**config.mk**
```make
export PLATFORM = sky130hd
export DESIGN_NAME = rpe_port
export DESIGN_NICKNAME = d
export VERILOG_FILES = /design/src/rpe_pkg.sv /design/src/rpe_rd_if.sv /design/src/rpe_read_mux.sv /design/src/rpe_port.sv
export VERILOG_INCLUDE_DIRS = /design/src
export SDC_FILE = /design/constraint.sdc
export NUM_CORES = 1
export LEC_CHECK = 0
export BUFFER_PORTS_ARGS = -buffer_cell sky130_fd_sc_hd__buf_2
export CAP_MARGIN = 20
export CORE_ASPECT_RATIO = 1.75
export CORE_UTILIZATION = 36
export DETAILED_ROUTE_END_ITERATION = 10
export PLACE_DENSITY_LB_ADDON = 0.05
export SYNTH_ARGS = -nofsm -noshare
export SYNTH_HDL_FRONTEND = slang
export SYNTH_SLANG_ARGS = --single-unit
export TNS_END_PERCENT = 50
```
**constraint.sdc**
```tcl
create_clock -name clk -period 2.2 [get_ports clk]
set_input_delay 0.11 -clock clk [delete_from_list [all_inputs] [get_ports clk]]
set_output_delay 0.11 -clock clk [all_outputs]
set_load 0.01 [all_outputs]
```
**src/rpe_defines.svh**
```systemverilog
// Constants for the reset pin and fifth port sharing block
`ifndef RPE_DEFINES_SVH
`define RPE_DEFINES_SVH
`define RPE_PORT_W 8
`define RPE_SHARED_BIT 3
`define RPE_CFG_EXT_RESET_PIN_BIT 7
`define RPE_ZERO_BYTE 8'h00
`define RPE_DIR_RESET 8'hFF
`define RPE_LAT_RESET 8'h00
`define RPE_OTHER_MASK 8'hF7
`endif

```
**src/rpe_pkg.sv**
```systemverilog
// Types for the reset pin and fifth port sharing block
`default_nettype none
`include "rpe_defines.svh"
package rpe_pkg;
	typedef logic [`RPE_PORT_W-1:0] rpe_byte_type;
	typedef enum logic [1:0] {RPE_SEL_DATA, RPE_SEL_DIR, RPE_SEL_LAT, RPE_SEL_NONE} rpe_sel_type;
	typedef enum {RPE_RUN, RPE_HELD} rpe_state_type;
endpackage
`default_nettype wire

```
**src/rpe_rd_if.sv**
```systemverilog
// Read path carrier between port core and read mux
`default_nettype none
interface rpe_rd_if;
	import rpe_pkg::*;
	rpe_byte_type pinVal;
	rpe_byte_type dirVal;
	rpe_byte_type latVal;
	logic wide;
	rpe_sel_type sel;
	rpe_byte_type data;
	modport core (output pinVal, dirVal, latVal, wide, sel, input data);
	modport mux (input pinVal, dirVal, latVal, wide, sel, output data);
endinterface
`default_nettype wire

```
**src/rpe_read_mux.sv**
```systemverilog
// Read data selection for the fifth port
`default_nettype none
`include "rpe_defines.svh"
module rpe_read_mux (
	rpe_rd_if.mux rd // Read path
);
	import rpe_pkg::*;
	always_comb begin
		rd.data = `RPE_ZERO_BYTE;
		if (!rd.wide) begin
			rd.data = `RPE_ZERO_BYTE;
		end else if (rd.sel == RPE_SEL_DATA) begin
			rd.data = rd.pinVal;
		end else if (rd.sel == RPE_SEL_DIR) begin
			rd.data = rd.dirVal;
		end else if (rd.sel == RPE_SEL_LAT) begin
			rd.data = rd.latVal;
		end
	end
endmodule
`default_nettype wire

```
**src/rpe_port.sv**
```systemverilog
// Reset pin and fifth port bit 3 sharing, top level
`default_nettype none
`include "rpe_defines.svh"
module rpe_port (
	input wire logic clk, // 200 MHz clock
	input wire logic rst_n, // Sync reset, active low
	input wire logic wideVariant, // High on 40-pin variant
	input wire rpe_pkg::rpe_byte_type configByteThreeHigh, // Configuration byte
	input wire logic extResetPin, // Shared reset pin level
	input wire logic progVoltage, // High voltage on shared pin
	input wire rpe_pkg::rpe_byte_type portPins, // Other port pin levels
	input wire logic dirWrite, // Direction register write strobe
	input wire logic latWrite, // Latch register write strobe
	input wire rpe_pkg::rpe_byte_type writeData, // Core write data
	input wire rpe_pkg::rpe_sel_type readSel, // Core read select
	output logic coreReset_n, // Core held in reset when low
	output logic progMode, // Programming entered
	output logic extResetEnable, // External reset active
	output var rpe_pkg::rpe_byte_type readData // Read value to core
);
	import rpe_pkg::*;
	rpe_rd_if rd ();
	rpe_byte_type dir_q, dir_d, lat_q, lat_d, rdata_q, rdata_d;
	rpe_state_type state_q, state_d;
	logic prog_q, prog_d, ext_reset_enable_q, ext_reset_enable_d;
	logic run_q, run_d, chkArm_q, chkArm_d;
	rpe_byte_type pinMix;

	// ****************************************
	// Helpers
	// ****************************************
	// Pin low with reset enabled and no programming voltage
	function automatic logic holdRequest(input logic enable, input logic pinLevel, input logic highVolt);
		return enable && !pinLevel && !highVolt;
	endfunction

	// Bit 3 is a live input only on the wide variant with reset off
	function automatic logic sharedLevel(input logic wide, input logic enable, input logic pinLevel);
		return wide && !enable && pinLevel;
	endfunction

	// ****************************************
	// Shared pin control
	// ****************************************
	always_comb begin
		ext_reset_enable_d = configByteThreeHigh[`RPE_CFG_EXT_RESET_PIN_BIT];
		prog_d = progVoltage;
		state_d = RPE_RUN;
		if (holdRequest(ext_reset_enable_d, extResetPin, progVoltage)) begin
			state_d = RPE_HELD;
		end
		run_d = (state_d == RPE_RUN);
		// Checks wait one cycle past reset release
		chkArm_d = rst_n;
	end

	always_ff @(posedge clk) begin
		if (!rst_n) begin
			ext_reset_enable_q <= 1'h0;
			prog_q <= 1'h0;
			state_q <= RPE_RUN;
			run_q <= 1'h1;
			chkArm_q <= 1'h0;
		end else begin
			ext_reset_enable_q <= ext_reset_enable_d;
			prog_q <= prog_d;
			state_q <= state_d;
			run_q <= run_d;
			chkArm_q <= chkArm_d;
		end
	end

	// ****************************************
	// Port registers
	// ****************************************
	always_comb begin
		dir_d = dir_q;
		lat_d = lat_q;
		if (!wideVariant) begin
			dir_d = `RPE_ZERO_BYTE;
			lat_d = `RPE_ZERO_BYTE;
		end else begin
			if (dirWrite) begin
				dir_d = writeData;
			end
			if (latWrite) begin
				lat_d = writeData;
			end
		end
		pinMix = portPins;
		pinMix[`RPE_SHARED_BIT] = sharedLevel(wideVariant, ext_reset_enable_q, extResetPin);
		rdata_d = rd.data;
	end

	always_ff @(posedge clk) begin
		if (!rst_n) begin
			dir_q <= `RPE_DIR_RESET;
			lat_q <= `RPE_LAT_RESET;
			rdata_q <= `RPE_ZERO_BYTE;
		end else begin
			dir_q <= dir_d;
			lat_q <= lat_d;
			rdata_q <= rdata_d;
		end
	end

	assign rd.pinVal = pinMix;
	assign rd.dirVal = dir_q;
	assign rd.latVal = lat_q;
	assign rd.wide = wideVariant;
	assign rd.sel = readSel;

	rpe_read_mux u_mux (
		.rd(rd)
	);

	assign coreReset_n = run_q;
	assign progMode = prog_q;
	assign extResetEnable = ext_reset_enable_q;
	assign readData = rdata_q;

	// ****************************************
	// Checks
	// ****************************************
	property p_narrowZero;
		@(posedge clk) disable iff (!rst_n || !chkArm_q)
			!wideVariant |=> readData == `RPE_ZERO_BYTE;
	endproperty
	a_narrowZero: assert property (p_narrowZero) else $error("28-pin read not zero");

	property p_narrowBit;
		@(posedge clk) disable iff (!rst_n || !chkArm_q)
			!wideVariant |=> !readData[`RPE_SHARED_BIT];
	endproperty
	a_narrowBit: assert property (p_narrowBit) else $error("28-pin bit 3 nonzero");

	property p_narrowInput;
		@(posedge clk) disable iff (!rst_n || !chkArm_q)
			(!wideVariant && !extResetEnable && readSel == RPE_SEL_DATA) |=> !readData[`RPE_SHARED_BIT];
	endproperty
	a_narrowInput: assert property (p_narrowInput) else $error("28-pin bit 3 acts as input");

	property p_bitInput;
		@(posedge clk) disable iff (!rst_n || !chkArm_q)
			(wideVariant && readSel == RPE_SEL_DATA && !ext_reset_enable_q) |=> readData[`RPE_SHARED_BIT] == $past(extResetPin);
	endproperty
	a_bitInput: assert property (p_bitInput) else $error("bit 3 not following pin");

	property p_otherBits;
		@(posedge clk) disable iff (!rst_n || !chkArm_q)
			(wideVariant && readSel == RPE_SEL_DATA) |=> (readData & `RPE_OTHER_MASK) == ($past(portPins) & `RPE_OTHER_MASK);
	endproperty
	a_otherBits: assert property (p_otherBits) else $error("port bits not following pins");

	property p_ext_reset_enable;
		@(posedge clk) disable iff (!rst_n || !chkArm_q)
			1'h1 |=> extResetEnable == $past(configByteThreeHigh[`RPE_CFG_EXT_RESET_PIN_BIT]);
	endproperty
	a_ext_reset_enable: assert property (p_ext_reset_enable) else $error("reset enable not tracking config");

	property p_noReset;
		@(posedge clk) disable iff (!rst_n || !chkArm_q)
			!configByteThreeHigh[`RPE_CFG_EXT_RESET_PIN_BIT] |=> coreReset_n;
	endproperty
	a_noReset: assert property (p_noReset) else $error("reset held while disabled");

	property p_prog;
		@(posedge clk) disable iff (!rst_n || !chkArm_q)
			progVoltage |=> progMode && coreReset_n;
	endproperty
	a_prog: assert property (p_prog) else $error("programming blocked");

	property p_dataZero;
		@(posedge clk) disable iff (!rst_n || !chkArm_q)
			(!wideVariant && readSel == RPE_SEL_DATA) |=> readData == `RPE_ZERO_BYTE;
	endproperty
	a_dataZero: assert property (p_dataZero) else $error("port data not zero");

	property p_unimpl;
		@(posedge clk) disable iff (!rst_n || !chkArm_q)
			(!wideVariant && readSel == RPE_SEL_NONE) |=> readData == `RPE_ZERO_BYTE;
	endproperty
	a_unimpl: assert property (p_unimpl) else $error("unimplemented read nonzero");

	property p_dirLat;
		@(posedge clk) disable iff (!rst_n || !chkArm_q)
			!wideVariant [*2] |-> dir_q == `RPE_ZERO_BYTE && lat_q == `RPE_ZERO_BYTE;
	endproperty
	a_dirLat: assert property (p_dirLat) else $error("dir or latch not zero");

	property p_ignoreWrite;
		@(posedge clk) disable iff (!rst_n || !chkArm_q)
			(!wideVariant && (dirWrite || latWrite)) |=> dir_q == `RPE_ZERO_BYTE && lat_q == `RPE_ZERO_BYTE;
	endproperty
	a_ignoreWrite: assert property (p_ignoreWrite) else $error("28-pin write took effect");

	property p_dirRead;
		@(posedge clk) disable iff (!rst_n || !chkArm_q)
			(wideVariant && readSel == RPE_SEL_DIR) |=> readData == $past(dir_q);
	endproperty
	a_dirRead: assert property (p_dirRead) else $error("direction read wrong");

	property p_latRead;
		@(posedge clk) disable iff (!rst_n || !chkArm_q)
			(wideVariant && readSel == RPE_SEL_LAT) |=> readData == $past(lat_q);
	endproperty
	a_latRead: assert property (p_latRead) else $error("latch read wrong");

	property p_hold;
		@(posedge clk) disable iff (!rst_n || !chkArm_q)
			holdRequest(configByteThreeHigh[`RPE_CFG_EXT_RESET_PIN_BIT], extResetPin, progVoltage)
			|=> !coreReset_n && state_q == RPE_HELD;
	endproperty
	a_hold: assert property (p_hold) else $error("reset not held");

	property p_holdBit;
		@(posedge clk) disable iff (!rst_n || !chkArm_q)
			(wideVariant && extResetEnable && readSel == RPE_SEL_DATA) |=> !readData[`RPE_SHARED_BIT];
	endproperty
	a_holdBit: assert property (p_holdBit) else $error("bit 3 nonzero with reset enabled");
endmodule
`default_nettype wire

```
==> flow_metrics.tcl <==
set metrics [dict create \
    maxCapViolations 0 \
    grt_pass1_vias 796 \
    holdPathEnd "coreReset_n" \
    switching_share_pct 23.3 \
    grt_usage_pct 15.2 \
    power.leakage_nw 0.610 \
    nets 164 \
    synth_top_family_by_area "multiplexers" \
    grt-ovfl-total 0 \
    arrival_ns 1.03 \
    die_h_um 73.4 \
    grt_max_degree 17 \
    cts_max_path_buffers 2 \
    cp.required_ns 2.38 \
    vias 787 \
    seq_area_frac_synth_pct 51.5 \
    cts_resized 0 \
    comb_power_share_pct 12.6 \
    cts-root-buf "clkbuf_8" \
    stdcell_area_um2 1250 \
    die_w_um 42.8 \
    post-route-drc-count 0 \
    post-dp-hpwl_mm 1.56 \
    path_clk_slew_ns 0.09 \
    cts_sinks 27 \
    htree_levels 1 \
    postPlaceCellArea_um2 1200 \
    hp-start "progVoltage" \
    drt_first_pass_iters 4 \
    vdd_drop_max_uv 312 \
    boundaryPins 44 \
    ys_ff_latch 27 \
    final_max_slew_viol_count 0 \
    synth.area.mux_share_pct 21.9 \
    final_util_pct 45.9 \
    setup_tns_ns 0 \
    row_count 25 \
    switching_power_mw 0.212 \
    timing.rr.end "readData[0]" \
    slew_headroom_pct 63.0 \
    wl_per_cell_um 14.0 \
    drt-initial-drc-count 7 \
    cp_max_fo 16 \
    synth_fa_ha_area_share_pct 0 \
    syn2layout_area_growth_pct 19.0 \
    drt-vias-per-instance 5.01 \
    outcome "complete, no violations" \
    drtAntennaViolNets 0 \
    core_um2 2720 \
    min_period_over_period_pct 38.6 \
    fill_cells 291 \
    whs_ns 0.0385 \
    post_cts_buffers 0 \
    gp_congestion 0.683 \
    grt_pass1_wl_mm 3.59 \
    finalClockSkew_ns 0.000911 \
    finalCriticalPeriod_ns 0.849 \
    total_power_mw 0.910 \
    initial_core_util_pct 38.6 \
    die_area_um2 3140 \
    power.density_nw_per_um2 729 \
    finalHoldViolCount 0 \
    cts_hold_buf 0 \
    synthCells 98 \
    worstSkewPairLatency_ns 0.26 \
    cts_tree "yes" \
    cp-start-kind "primary input" \
    diodes 0 \
    synth_cell_types 16 \
    worst_slew_pin_slew_ns 0.554 \
    ff2ff_path_depth 3 \
    portBuffers 35 \
    crit_type "primary input to flip-flop" \
    totalWireLength_mm 2.20 \
    synth.avg_cell_area_um2 10.7 \
    critPathCaptureType "flip-flop" \
    r2r_slack_ns 1.38 \
    ys_warn_count 0 \
    timing.fmax_mhz 1180 \
    setup_viol 0 \
    clkPwrFrac_pct 30.1 \
    syn-num-nets 131 \
    drive_gt1_share_pct 30.0 \
    synth_simple_gate_area_share_pct 9.89 \
    synth-xor-area-share_pct 0 \
    power.internal_mw 0.698 \
    synth_area_um2 1050 \
    rsz0062_at_grt "false" \
    hp-class "primary input to flip-flop" \
    rr_startpoint "lat_q[0]" \
    antenna_found_initial 0 \
    power_frac_seq_pct 57.3 \
    holdPathStages 3 \
    cts_buffers 3 \
    synth-compound-area-share_pct 11.1 \
]
[through the flow]
stage | instances | worst slack, ns
2_1_floorplan | 98 | 1.45
3_3_place_gp | 153 | 1.07
3_5_place_dp | 153 | 1.06
4_1_cts | 157 | 1.35
5_1_grt | 157 | 1.25
6_report | 157 | 1.35
[layout make-up]
type / instances / area [um2] / area share (%)
tap: 27 / 33.8 / 2.71
timing repair buffer: 35 / 175 / 14.0
inverter: 1 / 3.75 / 0.301
multi-input combinational: 63 / 450 / 36.1
clock buffer: 4 / 45.0 / 3.61
sequential: 27 / 541 / 43.3
[critical path, stage by stage]
cell	delay, ns
buf_2	0.19
nand2_1	0.37
o31ai_1	0.35
[cells in the final DEF, fill, tap and decap left out, drive strengths merged, types with 2 or more instances in the layout]
master,instances
a2bb2oi,7
nand2,2
nor2,17
dfxtp,27
and2,2
buf,35
mux2i,23
o21ai,8
clkbuf,4
[power by group through the flow]
stage | Clock, mW | Combinational [mW] | Sequential, mW
floorplan | 0 | 0.0747 | 0.536
global placement | 0 | 0.115 | 0.532
detailed placement | 0 | 0.116 | 0.533
CTS | 0.288 | 0.116 | 0.522
global route | 0.303 | 0.126 | 0.525
finish | 0.274 | 0.115 | 0.521
[registers in the layout, summed over array words and instances, names as in the netlist]
signal          flops
coreReset_n         1
lat_q               8
extResetEnable      1
progMode            1
readData            8
dir_q               8
[cells by family (layout without fill, tap and decap cells)]
group           count (synthesis)  in the layout
buf+inv                         8             40
compound gates                 17             17
flops                          27             27
simple gates                   23             23
mux                            23             23
[worst max-delay path by stage]
stage	from	endpoint	slack [ns]	depth (start not counted)
global placement	rst_n	readData[3]	1.07	3
detailed placement	rst_n	readData[3]	1.06	3
CTS	rst_n	readData[3]	1.35	3
global route	rst_n	readData[3]	1.25	3
floorplan	readSel[0]	readData[4]	1.45	5
finish	rst_n	readData[3]	1.35	3
[synth_stat cells, drive strengths merged]
master   instances  area (um2)
dfxtp           27         541
nor2            17        63.8
o31ai            1        7.51
and2             2        12.5
nor2b            1        13.8
nand2            2        7.51
o21ai            8        40.0
mux2i           23         230
inv              1        3.75
nand4            1        6.26
clkbuf           1        3.75
a2bb2oi          7        61.3
buf              6        51.3
a22oi            1        7.51
[routing by layer]
metal	wire, um	up-vias	global-route usage [%]
met4	24	0	7.29
met3	88	2	2.21
met2	1120	19	27.3
li1	-	406	-
met5	0	-	0
met1	965	360	17.1
Power figures use the tool's default switching activity.
